**config.mk**
```make
export PLATFORM = sky130hd
export DESIGN_NAME = utc_time_formatter
export DESIGN_NICKNAME = d
export VERILOG_FILES = /design/src/verilog/utc_fmt_pkg.sv /design/src/verilog/utc_time_formatter.sv /design/src/verilog/cal_step.sv /design/src/verilog/pulse_gen.sv
export SDC_FILE = /design/constraint.sdc
export NUM_CORES = 2
export LEC_CHECK = 0
export ABC_AREA = 0
export ABC_CLOCK_PERIOD_IN_PS = 16000
export CAP_MARGIN = 10
export CORE_ASPECT_RATIO = 0.6
export CORE_UTILIZATION = 39
export CTS_CLUSTER_SIZE = 10
export DETAILED_ROUTE_END_ITERATION = 8
export DONT_BUFFER_PORTS = 1
export PLACE_DENSITY = 0.52
export SKIP_LAST_GASP = 1
export SYNTH_ARGS = -nofsm -noshare
export SYNTH_HDL_FRONTEND = slang
export SYNTH_SLANG_ARGS = --single-unit
```
**constraint.sdc**
```tcl
create_clock -name sys_clk_i -period 16 [get_ports sys_clk_i]
set_clock_uncertainty 0.05 [all_clocks]
set_input_delay 1.6 -clock sys_clk_i [delete_from_list [all_inputs] [get_ports sys_clk_i]]
set_output_delay 1.6 -clock sys_clk_i [all_outputs]
set_load 0.01 [all_outputs]
```
**src/verilog/utc_fmt_pkg.sv**
```systemverilog
// shared constants, types and calendar helpers for the utc time formatter
package utc_fmt_pkg;

  // timebase: the local tick period in its own unit, cycles derived from the clock rate
  localparam int CLK_HZ = 20_000_000;
  localparam int TICK_PERIOD_US = 1000;
  localparam int TICK_CYCLES = (CLK_HZ / 1_000_000) * TICK_PERIOD_US;

  // nanosecond and millisecond scales
  localparam logic [29:0] NS_PER_TICK = 30'h00f4240;
  localparam logic [29:0] NS_PER_SEC = 30'h3b9aca00;
  localparam logic [29:0] NS_PER_CENTI = 30'h0989680;
  localparam logic [29:0] HALF_CENTI = 30'h04c4b40;
  localparam logic [29:0] MS_PER_WEEK = 30'h240c8400;
  localparam logic [29:0] MS_PER_SEC = 30'h00003e8;
  localparam logic signed [31:0] NANO_MIN = -32'sh004c4b40;
  localparam logic signed [31:0] NANO_MAX = 32'sh3b4e7ebf;

  // time-of-week split
  localparam logic [19:0] SEC_PER_DAY = 20'h15180;
  localparam logic [16:0] SEC_PER_HOUR = 17'h00e10;
  localparam logic [11:0] SEC_PER_MIN = 12'h03c;

  // calendar limits and power-up epoch
  localparam logic [5:0] SEC_LAST = 6'h3b;
  localparam logic [5:0] SEC_LEAP = 6'h3c;
  localparam logic [5:0] MIN_LAST = 6'h3b;
  localparam logic [4:0] HOUR_LAST = 5'h17;
  localparam logic [3:0] MONTH_JUN = 4'h6;
  localparam logic [3:0] MONTH_DEC = 4'hc;
  localparam logic [4:0] DAY_JUN_END = 5'h1e;
  localparam logic [4:0] DAY_DEC_END = 5'h1f;
  localparam logic [11:0] RST_YEAR = 12'h7bc;
  localparam logic [3:0] RST_MONTH = 4'h1;
  localparam logic [4:0] RST_DAY = 5'h06;

  // text fraction formatting
  localparam logic [1:0] FRAC_LEN_TEXT = 2'h2;
  localparam logic [1:0] FRAC_LEN_COMPAT = 2'h3;
  localparam logic [6:0] CENTI_LAST = 7'h63;
  localparam logic [9:0] DECI_SCALE = 10'h00a;

  // gps week handling
  localparam int WEEK_BITS = 10;
  localparam logic [15:0] ROLLOVER_WEEK_DEFAULT = 16'h0800;

  // time knowledge, one-hot
  typedef enum logic [2:0] {
    ST_UPTIME = 3'b001,
    ST_RTC = 3'b010,
    ST_GNSS = 3'b100
  } time_state_t;

  // utc variant codes
  typedef enum logic [2:0] {
    UTC_AUTO = 3'h0,
    UTC_USNO = 3'h1,
    UTC_SU = 3'h2,
    UTC_NTSC = 3'h3,
    UTC_EU = 3'h4
  } utc_variant_t;

  // days in a month, gregorian leap years
  function automatic logic [4:0] days_in_month(input logic [11:0] y, input logic [3:0] m);
    logic leap;
    leap = ((y % 12'h004) == 12'h000 && (y % 12'h064) != 12'h000) || (y % 12'h190) == 12'h000;
    case (m)
      4'h2: days_in_month = leap ? 5'h1d : 5'h1c;
      4'h4, 4'h6, 4'h9, 4'hb: days_in_month = 5'h1e;
      default: days_in_month = 5'h1f;
    endcase
  endfunction

  // june 30th or december 31st
  function automatic logic is_last_day(input logic [3:0] m, input logic [4:0] d);
    is_last_day = (m == MONTH_JUN && d == DAY_JUN_END) || (m == MONTH_DEC && d == DAY_DEC_END);
  endfunction

endpackage

```
**src/verilog/utc_time_formatter.sv**
```systemverilog
// utc time formatter: local timebase, rounding, week resolution and pulse report
`timescale 1ns/1ns
module utc_time_formatter
#(
  parameter int TICK_CYCLES_P = utc_fmt_pkg::TICK_CYCLES,
  parameter logic [15:0] ROLLOVER_WEEK_P = utc_fmt_pkg::ROLLOVER_WEEK_DEFAULT
)
(
  input wire logic sys_clk_i,
  input wire logic rst_n_i,
  input wire logic text_compat_select_i,
  input wire logic rollover_override_i,
  input wire logic [15:0] rollover_week_setting_i,
  input wire logic [2:0] utc_variant_select_i,
  input wire logic [3:0] gnss_enable_i,
  input wire logic rtc_running_i,
  input wire logic [11:0] rtc_year_i,
  input wire logic [3:0] rtc_month_i,
  input wire logic [4:0] rtc_day_i,
  input wire logic [4:0] rtc_hour_i,
  input wire logic [5:0] rtc_minute_i,
  input wire logic [5:0] rtc_second_i,
  input wire logic gnss_load_i,
  input wire logic [19:0] week_seconds_count_i,
  input wire logic [29:0] load_ns_i,
  input wire logic [11:0] load_year_i,
  input wire logic [3:0] load_month_i,
  input wire logic [4:0] load_day_i,
  input wire logic [9:0] load_bcast_week_i,
  input wire logic load_alt_week_valid_i,
  input wire logic [15:0] load_alt_week_i,
  input wire logic [2:0] load_source_i,
  input wire logic leap_add_i,
  input wire logic leap_sub_i,
  input wire logic pulse_enable_i,
  input wire logic [15:0] pulse_period_ms_i,
  input wire logic [15:0] pulse_length_ms_i,
  output logic tick_o,
  output utc_fmt_pkg::time_state_t time_state_o,
  output logic [11:0] utc_year_o,
  output logic [3:0] utc_month_o,
  output logic [4:0] utc_day_o,
  output logic [4:0] utc_hour_o,
  output logic [5:0] utc_minute_o,
  output logic [5:0] utc_second_o,
  output logic signed [31:0] utc_nano_o,
  output logic [9:0] text_frac_o,
  output logic [1:0] text_frac_len_o,
  output logic [15:0] full_week_o,
  output logic [29:0] week_ms_o,
  output logic [2:0] day_of_week_o,
  output logic [2:0] utc_source_o,
  output utc_fmt_pkg::utc_variant_t utc_variant_o,
  output logic timepulse_o,
  output logic next_pulse_valid_o,
  output logic [29:0] next_pulse_week_ms_o,
  output logic [15:0] next_pulse_week_o,
  output logic [2:0] next_pulse_source_o
);
  import utc_fmt_pkg::*;

  logic [14:0] tick_count;
  time_state_t state;
  logic seed_pending;
  logic [11:0] cur_year;
  logic [3:0] cur_month;
  logic [4:0] cur_day;
  logic [4:0] cur_hour;
  logic [5:0] cur_minute;
  logic [5:0] cur_second;
  logic [29:0] frac_ns;
  logic [29:0] next_frac;
  logic sec_step;
  logic [11:0] step_year;
  logic [3:0] step_month;
  logic [4:0] step_day;
  logic [4:0] step_hour;
  logic [5:0] step_minute;
  logic [5:0] step_second;
  logic [16:0] sod;
  logic [16:0] sod_rem;
  logic [4:0] load_hour;
  logic [5:0] load_minute;
  logic [5:0] load_second;
  logic [15:0] ref_week;
  logic [9:0] week_delta;
  logic [29:0] load_week_ms;
  logic [29:0] centi_full;
  logic [29:0] centi_rem;
  logic [6:0] centi;
  logic round_up;
  logic carry_sec;
  logic [6:0] centi_shown;
  logic pulse_start;
  logic [29:0] period_ms_ext;
  logic [29:0] next_pulse_sum;

  // 1 kHz tick from the system clock
  always_ff @(posedge sys_clk_i or negedge rst_n_i)
  begin
    if (!rst_n_i)
      tick_count <= 15'h0000;
    else if (tick_o)
      tick_count <= 15'h0000;
    else
      tick_count <= tick_count + 15'h0001;
  end
  assign tick_o = tick_count == 15'(TICK_CYCLES_P - 1);

  // sub-second advance in millisecond steps
  always_comb
  begin
    next_frac = frac_ns + NS_PER_TICK;
    sec_step = 1'b0;
    if (next_frac >= NS_PER_SEC)
    begin
      next_frac = next_frac - NS_PER_SEC;
      sec_step = 1'b1;
    end
  end

  // next second of the local calendar
  cal_step u_local_step (
    .year_i(cur_year),
    .month_i(cur_month),
    .day_i(cur_day),
    .hour_i(cur_hour),
    .minute_i(cur_minute),
    .second_i(cur_second),
    .leap_add_i(leap_add_i),
    .leap_sub_i(leap_sub_i),
    .year_o(step_year),
    .month_o(step_month),
    .day_o(step_day),
    .hour_o(step_hour),
    .minute_o(step_minute),
    .second_o(step_second)
  );

  // time of day from seconds since sunday midnight
  always_comb
  begin
    sod = 17'(week_seconds_count_i % SEC_PER_DAY);
    load_hour = 5'(sod / SEC_PER_HOUR);
    sod_rem = sod % SEC_PER_HOUR;
    load_minute = 6'(sod_rem / 17'(SEC_PER_MIN));
    load_second = 6'(sod_rem % 17'(SEC_PER_MIN));
    load_week_ms = 30'(week_seconds_count_i * MS_PER_SEC) + load_ns_i / NS_PER_TICK;
  end

  // gps week resolution against the reference rollover week
  assign ref_week = rollover_override_i ? rollover_week_setting_i : ROLLOVER_WEEK_P;
  assign week_delta = load_bcast_week_i - ref_week[WEEK_BITS-1:0];

  // knowledge state and local calendar: rtc seed, gnss load, tick advance
  always_ff @(posedge sys_clk_i or negedge rst_n_i)
  begin
    if (!rst_n_i)
    begin
      state <= ST_UPTIME;
      seed_pending <= 1'b1;
      cur_year <= RST_YEAR;
      cur_month <= RST_MONTH;
      cur_day <= RST_DAY;
      cur_hour <= 5'h00;
      cur_minute <= 6'h00;
      cur_second <= 6'h00;
      frac_ns <= 30'h00000000;
    end
    else if (gnss_load_i)
    begin
      state <= ST_GNSS;
      seed_pending <= 1'b0;
      cur_year <= load_year_i;
      cur_month <= load_month_i;
      cur_day <= load_day_i;
      cur_hour <= load_hour;
      cur_minute <= load_minute;
      cur_second <= load_second;
      frac_ns <= load_ns_i;
    end
    else if (seed_pending)
    begin
      seed_pending <= 1'b0;
      if (rtc_running_i)
      begin
        state <= ST_RTC;
        cur_year <= rtc_year_i;
        cur_month <= rtc_month_i;
        cur_day <= rtc_day_i;
        cur_hour <= rtc_hour_i;
        cur_minute <= rtc_minute_i;
        cur_second <= rtc_second_i;
        frac_ns <= 30'h00000000;
      end
    end
    else if (tick_o)
    begin
      frac_ns <= next_frac;
      if (sec_step)
      begin
        cur_year <= step_year;
        cur_month <= step_month;
        cur_day <= step_day;
        cur_hour <= step_hour;
        cur_minute <= step_minute;
        cur_second <= step_second;
      end
    end
  end

  // week number, week milliseconds and day of week
  always_ff @(posedge sys_clk_i or negedge rst_n_i)
  begin
    if (!rst_n_i)
    begin
      full_week_o <= ROLLOVER_WEEK_DEFAULT;
      week_ms_o <= 30'h00000000;
      day_of_week_o <= 3'h0;
      utc_source_o <= 3'h0;
    end
    else if (gnss_load_i)
    begin
      if (load_alt_week_valid_i)
        full_week_o <= load_alt_week_i;
      else
        full_week_o <= ref_week + {6'h00, week_delta};
      week_ms_o <= load_week_ms;
      day_of_week_o <= 3'(week_seconds_count_i / SEC_PER_DAY);
      utc_source_o <= load_source_i;
    end
    else if (tick_o)
    begin
      if (week_ms_o == MS_PER_WEEK - 30'h00000001)
      begin
        week_ms_o <= 30'h00000000;
        full_week_o <= full_week_o + 16'h0001;
        day_of_week_o <= 3'h0;
      end
      else
      begin
        week_ms_o <= week_ms_o + 30'h00000001;
        if ((week_ms_o + 30'h00000001) % (30'(SEC_PER_DAY) * MS_PER_SEC) == 30'h00000000)
          day_of_week_o <= day_of_week_o + 3'h1;
      end
    end
  end

  // rounding to hundredths
  always_comb
  begin
    centi_full = frac_ns / NS_PER_CENTI;
    centi_rem = frac_ns % NS_PER_CENTI;
    centi = centi_full[6:0];
    round_up = centi_rem >= HALF_CENTI;
    carry_sec = round_up && centi == CENTI_LAST;
    centi_shown = carry_sec ? 7'h00 : centi + {6'h00, round_up};
  end

  // binary and text views, one set per clock
  always_ff @(posedge sys_clk_i or negedge rst_n_i)
  begin
    if (!rst_n_i)
    begin
      utc_year_o <= RST_YEAR;
      utc_month_o <= RST_MONTH;
      utc_day_o <= RST_DAY;
      utc_hour_o <= 5'h00;
      utc_minute_o <= 6'h00;
      utc_second_o <= 6'h00;
      utc_nano_o <= 32'sh00000000;
      text_frac_o <= 10'h000;
      text_frac_len_o <= FRAC_LEN_TEXT;
      time_state_o <= ST_UPTIME;
    end
    else
    begin
      time_state_o <= state;
      utc_year_o <= carry_sec ? step_year : cur_year;
      utc_month_o <= carry_sec ? step_month : cur_month;
      utc_day_o <= carry_sec ? step_day : cur_day;
      utc_hour_o <= carry_sec ? step_hour : cur_hour;
      utc_minute_o <= carry_sec ? step_minute : cur_minute;
      utc_second_o <= carry_sec ? step_second : cur_second;
      if (carry_sec)
        utc_nano_o <= $signed({2'b00, frac_ns}) - $signed({2'b00, NS_PER_SEC});
      else
        utc_nano_o <= $signed({2'b00, frac_ns});
      if (text_compat_select_i)
      begin
        text_frac_o <= 10'({3'h0, centi_shown} * DECI_SCALE);
        text_frac_len_o <= FRAC_LEN_COMPAT;
      end
      else
      begin
        text_frac_o <= {3'h0, centi_shown};
        text_frac_len_o <= FRAC_LEN_TEXT;
      end
    end
  end

  // utc variant in use, auto picks by enabled constellations
  always_ff @(posedge sys_clk_i or negedge rst_n_i)
  begin
    if (!rst_n_i)
      utc_variant_o <= UTC_USNO;
    else if (utc_variant_select_i != UTC_AUTO)
      utc_variant_o <= utc_variant_t'(utc_variant_select_i);
    else if (gnss_enable_i[0])
      utc_variant_o <= UTC_USNO;
    else if (gnss_enable_i[1])
      utc_variant_o <= UTC_SU;
    else if (gnss_enable_i[2])
      utc_variant_o <= UTC_NTSC;
    else
      utc_variant_o <= UTC_EU;
  end

  // pulse train on the millisecond tick
  pulse_gen u_pulse (
    .sys_clk_i(sys_clk_i),
    .rst_n_i(rst_n_i),
    .tick_i(tick_o),
    .enable_i(pulse_enable_i),
    .period_ms_i(pulse_period_ms_i),
    .length_ms_i(pulse_length_ms_i),
    .pulse_o(timepulse_o),
    .start_o(pulse_start)
  );

  // next pulse report at each pulse start
  assign period_ms_ext = {14'h0000, pulse_period_ms_i};
  assign next_pulse_sum = week_ms_o + period_ms_ext;
  always_ff @(posedge sys_clk_i or negedge rst_n_i)
  begin
    if (!rst_n_i)
    begin
      next_pulse_valid_o <= 1'b0;
      next_pulse_week_ms_o <= 30'h00000000;
      next_pulse_week_o <= 16'h0000;
      next_pulse_source_o <= 3'h0;
    end
    else
    begin
      next_pulse_valid_o <= pulse_start;
      if (pulse_start)
      begin
        next_pulse_source_o <= utc_source_o;
        if (next_pulse_sum >= MS_PER_WEEK)
        begin
          next_pulse_week_ms_o <= next_pulse_sum - MS_PER_WEEK;
          next_pulse_week_o <= full_week_o + 16'h0001;
        end
        else
        begin
          next_pulse_week_ms_o <= next_pulse_sum;
          next_pulse_week_o <= full_week_o;
        end
      end
    end
  end

  // checks on the formatted outputs and the timebase
  AST_NANO_RANGE: assert property (@(posedge sys_clk_i) disable iff (!rst_n_i)
    utc_nano_o >= NANO_MIN && utc_nano_o <= NANO_MAX)
    else $error("nano correction out of range");
  AST_TEXT_LEN: assert property (@(posedge sys_clk_i) disable iff (!rst_n_i)
    text_compat_select_i |=> text_frac_len_o == FRAC_LEN_COMPAT && text_frac_o % DECI_SCALE == 10'h000)
    else $error("compat fraction not three digits ending in zero");
  AST_NEG_NANO: assert property (@(posedge sys_clk_i) disable iff (!rst_n_i)
    utc_nano_o < 0 |-> text_frac_o == 10'h000)
    else $error("negative nano without rounded-up second");
  AST_LEAP_ADD: assert property (@(posedge sys_clk_i) disable iff (!rst_n_i)
    tick_o && sec_step && !gnss_load_i && !seed_pending && leap_add_i
    && is_last_day(cur_month, cur_day) && cur_hour == HOUR_LAST && cur_minute == MIN_LAST
    && cur_second == SEC_LAST |=> cur_second == SEC_LEAP ##1 cur_hour == HOUR_LAST)
    else $error("leap second not inserted");
  AST_LEAP_SUB: assert property (@(posedge sys_clk_i) disable iff (!rst_n_i)
    tick_o && sec_step && !gnss_load_i && !seed_pending && leap_sub_i && !leap_add_i
    && is_last_day(cur_month, cur_day) && cur_hour == HOUR_LAST && cur_minute == MIN_LAST
    && cur_second == SEC_LAST - 6'h01 |=> cur_second == 6'h00 && cur_hour == 5'h00)
    else $error("leap second not skipped");
  AST_RTC_SEED: assert property (@(posedge sys_clk_i) disable iff (!rst_n_i)
    seed_pending && rtc_running_i && !gnss_load_i |=> state == ST_RTC ##1 time_state_o == ST_RTC)
    else $error("rtc seed not taken");
  AST_WEEK_GPS: assert property (@(posedge sys_clk_i) disable iff (!rst_n_i)
    gnss_load_i && !load_alt_week_valid_i |=> full_week_o >= $past(ref_week)
    && full_week_o[WEEK_BITS-1:0] == $past(load_bcast_week_i)
    && full_week_o - $past(ref_week) < 16'h0400)
    else $error("gps week resolved wrongly");
  AST_WEEK_ALT: assert property (@(posedge sys_clk_i) disable iff (!rst_n_i)
    gnss_load_i && load_alt_week_valid_i |=> full_week_o == $past(load_alt_week_i))
    else $error("unambiguous week not used");
  AST_TICK_GAP: assert property (@(posedge sys_clk_i) disable iff (!rst_n_i)
    tick_o |=> !tick_o [*8])
    else $error("ticks too close together");
  AST_PULSE_REPORT: assert property (@(posedge sys_clk_i) disable iff (!rst_n_i)
    pulse_start && !gnss_load_i |=> next_pulse_valid_o && next_pulse_source_o == utc_source_o)
    else $error("next pulse report missing");
  AST_SOURCE: assert property (@(posedge sys_clk_i) disable iff (!rst_n_i)
    gnss_load_i |=> utc_source_o == $past(load_source_i) ##1 time_state_o == ST_GNSS)
    else $error("clock source not reported");

  // main scenarios
  COV_LEAP_SIXTY: cover property (@(posedge sys_clk_i) disable iff (!rst_n_i)
    utc_second_o == SEC_LEAP);
  COV_NEG_NANO: cover property (@(posedge sys_clk_i) disable iff (!rst_n_i)
    utc_nano_o < 0);
  COV_LOAD_GPS: cover property (@(posedge sys_clk_i) disable iff (!rst_n_i)
    gnss_load_i && !load_alt_week_valid_i);
  COV_PULSE: cover property (@(posedge sys_clk_i) disable iff (!rst_n_i)
    next_pulse_valid_o);
endmodule

```
**src/verilog/cal_step.sv**
```systemverilog
// one-second calendar advance with leap second insertion and deletion
`timescale 1ns/1ns
module cal_step
  import utc_fmt_pkg::*;
(
  input wire logic [11:0] year_i,
  input wire logic [3:0] month_i,
  input wire logic [4:0] day_i,
  input wire logic [4:0] hour_i,
  input wire logic [5:0] minute_i,
  input wire logic [5:0] second_i,
  input wire logic leap_add_i,
  input wire logic leap_sub_i,
  output logic [11:0] year_o,
  output logic [3:0] month_o,
  output logic [4:0] day_o,
  output logic [4:0] hour_o,
  output logic [5:0] minute_o,
  output logic [5:0] second_o
);
  logic day_end;
  logic roll;

  // second, then carry through minute, hour, day, month, year
  always_comb
  begin
    year_o = year_i;
    month_o = month_i;
    day_o = day_i;
    hour_o = hour_i;
    minute_o = minute_i;
    second_o = second_i + 6'h01;
    roll = 1'b0;
    day_end = is_last_day(month_i, day_i) && hour_i == HOUR_LAST && minute_i == MIN_LAST;
    if (second_i == SEC_LEAP)
      roll = 1'b1;
    else if (day_end && leap_add_i && second_i == SEC_LAST)
      second_o = SEC_LEAP;
    else if (day_end && leap_sub_i && second_i == SEC_LAST - 6'h01)
      roll = 1'b1;
    else if (second_i == SEC_LAST)
      roll = 1'b1;
    if (roll)
    begin
      second_o = 6'h00;
      minute_o = minute_i + 6'h01;
      if (minute_i == MIN_LAST)
      begin
        minute_o = 6'h00;
        hour_o = hour_i + 5'h01;
        if (hour_i == HOUR_LAST)
        begin
          hour_o = 5'h00;
          day_o = day_i + 5'h01;
          if (day_i == days_in_month(year_i, month_i))
          begin
            day_o = 5'h01;
            month_o = month_i + 4'h1;
            if (month_i == MONTH_DEC)
            begin
              month_o = 4'h1;
              year_o = year_i + 12'h001;
            end
          end
        end
      end
    end
  end
endmodule

```
**src/verilog/pulse_gen.sv**
```systemverilog
// millisecond-step pulse train with configurable period and length
`timescale 1ns/1ns
module pulse_gen
(
  input wire logic sys_clk_i,
  input wire logic rst_n_i,
  input wire logic tick_i,
  input wire logic enable_i,
  input wire logic [15:0] period_ms_i,
  input wire logic [15:0] length_ms_i,
  output logic pulse_o,
  output logic start_o
);
  logic [15:0] ms_count;
  logic wrap;

  // period 0 wraps on every tick, as period 1 does
  assign wrap = ms_count + 16'h0001 >= period_ms_i;

  // phase counter, restarts when disabled
  always_ff @(posedge sys_clk_i or negedge rst_n_i)
  begin
    if (!rst_n_i)
      ms_count <= 16'h0000;
    else if (!enable_i)
      ms_count <= 16'h0000;
    else if (tick_i)
      ms_count <= wrap ? 16'h0000 : ms_count + 16'h0001;
  end

  // pulse high for the first length_ms of each period
  always_ff @(posedge sys_clk_i or negedge rst_n_i)
  begin
    if (!rst_n_i)
    begin
      pulse_o <= 1'b0;
      start_o <= 1'b0;
    end
    else
    begin
      start_o <= enable_i && tick_i && wrap;
      if (!enable_i)
        pulse_o <= 1'b0;
      else if (tick_i)
        // no partial pulse before the first wrap after enable
        pulse_o <= wrap ? (length_ms_i != 16'h0000) : (pulse_o && (ms_count + 16'h0001 < length_ms_i));
    end
  end
endmodule

```
==> impl_metrics.ini <==
[critical_path]
worstPathRequired_ns = 16.44
endpoint_kind = flip-flop
slowest_stage = mux4_2
critPathLaunchType = flip-flop
cp-startpoint = frac_ns[13]
crit_arrival_ns = 15.43
rr_startpoint = frac_ns[13]
cp_max_fo = 15
critPathKind = reg -> reg
max_stage_delay_ns = 0.61

[synthesis]
yosys.area.top_type = dfrtp_1
ys_types = 143
synth_area_um2 = 38100
synth_most_common_cell = nor2_1
yosys-top-cells-count = nor2_1, nand2_1, a21oi_1
async_flop_share_pct = 100
ys_ff_latch = 293
yosys_warnings = 0
ys_dominant_reg_cell = dfrtp_1
syn_area_per_cell_um2 = 7.72
postSynthCellCount = 4930
synth_top_area_share_pct = 17.5
ys_top_cells_by_area = dfrtp_1, xnor2_1, ha_1
synth_edf_count = 0
synth_nets = 5403
synth-seq-area-share_pct = 19.4

[placement]
dp_hpwl_um = 105000
gpl.final_weighted_congestion = 0.937
portBuffers = 0
numPlacedInstances = 6105

[route]
first_iter_violations = 3416
detail_route.vias_per_cell = 5.98
routed_wl_um = 134000
wl_per_cell_um = 21.6
firstDrtPassIters = 6
drc_errors = 0
drtAntennaViolNets = 0
vias = 36900

[timing]
finalHoldViolCount = 0
drv_slew = 0
fin_crit_ns = 14.99
worst_slew_pin_slew_ns = 1.03
relSlewSlack_pct = 30.7
fmax_ghz = 0.0667
setup_violations = 0
tns_ns = 0
period_share_pct = 93.7
rsz0062_at_grt = no

[clocking]
cts_buffer_depth = 3
cts_made_buffers = 39
numClockSinks = 293
cts_root_buffer = clkbuf_16
cts-hold-fix-buffers = 0
clk_latency_ns = 0.60
cts_resized = 0
cts.reportedPaths.clkPinSlew_ns = 0.06
htree_levels = 2
postCtsSetupBuffers = 0
cts_tree = built

[min_path]
holdCritPathClass = reg -> reg
min_from = state[0]

[floorplan]
dieArea_um2 = 98900
rows = 88
design.core.area_um2 = 96300
pin_count = 395
die_h_um = 244
start_util_pct = 39.5
die_w_um = 405

[grt]
grtUsageMet3_pct = 3.49
grt_pass1_vias = 33000
grt.overflow.total = 0
use_met2_pct = 35.7
grtUsageMet1_pct = 42.9
track_usage_pct = 26.2
grt_max_degree = 294
grt_pass1_wl_um = 206000
antenna_found_initial = 12
busiest_layer = met1

[run]
max-cap-violations = 0

[finish]
drive_above_1_share_pct = 8.63
syn_to_final_growth_pct = 7.34
final_cells = 6181
layout.nets = 5314

[run_status]
status = finished clean
## sequential cells by signal, summed over array words and instances, names as in the netlist, 10 cells and up
register / flops
utc_nano_o: 31
frac_ns: 30
next_pulse_week_ms_o: 30
week_ms_o: 30
full_week_o: 16
next_pulse_week_o: 16
u_pulse.ms_count: 16
tick_count: 15
cur_year: 12
utc_year_o: 12
text_frac_o: 10
## kinds of logic (layout without fill, tap and decap cells)
family / count (synthesis) / in the layout / share of synthesized area, %
simple gates: 1804 / 1804 / 23.3
compound gates: 1462 / 1462 / 26.5
xor+xnor: 484 / 484 / 11.3
buf+inv: 455 / 393 / 4.68
flops: 293 / 293 / 19.4
fa+ha+maj: 289 / 289 / 10.9
mux: 141 / 141 / 4.02
other cells: 2 / 10 / 0.0197
## per-stage QoR
| step | hold slack [ns] | setup WS [ns] | area [um2] | util [%] |
|---|---|---|---|---|
| 3_5_place_dp | 0.305 | 0.834 | 39500 | 41.0 |
| 4_1_cts | 0.313 | 0.754 | 40800 | 42.3 |
| 3_3_place_gp | 0.303 | 0.948 | 39500 | 41.0 |
| 2_1_floorplan | 0.301 | 3.02 | 38100 | - |
| 6_report | 0.313 | 1.01 | 40900 | 42.4 |
| 5_1_grt | 0.314 | 0.0876 | 40800 | 42.4 |
## path summary, 6_finish.rpt
path | cells past startpoint | slack [ns] | to
max in group asynchronous | 0 | 14.78 | frac_ns[15]
setup reg to reg | 55 | 1.01 | text_frac_o[9]
hold reg to reg | 0 | 0.31 | time_state_o[0]
setup / recovery | 55 | 1.01 | text_frac_o[9]
min in group asynchronous | 0 | 0.65 | u_pulse.ms_count[8]
hold / removal | 0 | 0.31 | time_state_o[0]
## routing by layer
layer,share of wire [%],vias up
met3,6.9,99
met4,1.3,4
met2,40,1252
met5,0.020,-
met1,52,17700
li1,-,17900
## worst max-delay path: cells and delay by family (launching register included)
| family | cells | cell delay, ns |
|---|---|---|
| compound gates | 31 | 8.81 |
| simple gates | 11 | 2.03 |
| mux | 3 | 1.43 |
| fa+ha+maj | 4 | 1.07 |
| buf+inv | 5 | 0.75 |
| flops | 1 | 0.54 |
| xor+xnor | 1 | 0.18 |
## cells in the final DEF (no fill, tap or decap), types with 61 or more instances in the layout
master,netlist,layout
buf_4,7,85
xnor2_1,330,330
o21ai_0,286,285
mux2i_1,62,62
nand3_1,153,153
and2_1,78,78
nor3_1,143,143
fa_1,75,75
mux2_2,71,71
a21oi_1,366,365
inv_1,230,230
nor2_1,473,471
dfrtp_1,266,264
nand4_1,61,61
nand2_1,471,469
xor2_1,148,146
and3_1,75,75
ha_1,195,195
## cell type report
type                            instances  area, um2
Multi-Input combinational cell       4182      29000
Inverter                              240        901
Clock buffer                           58       1130
Antenna cell                            8       20.0
Sequential cell                       293       7370
Tap cell                             1305       1630
Clock inverter                         10        193
Timing Repair Buffer                   85        638
Fill cell                            9878      55500
Power is left out: the tool's default activity adds up to more than one toggle a clock period on the data nets, which glitch-free logic cannot reach.
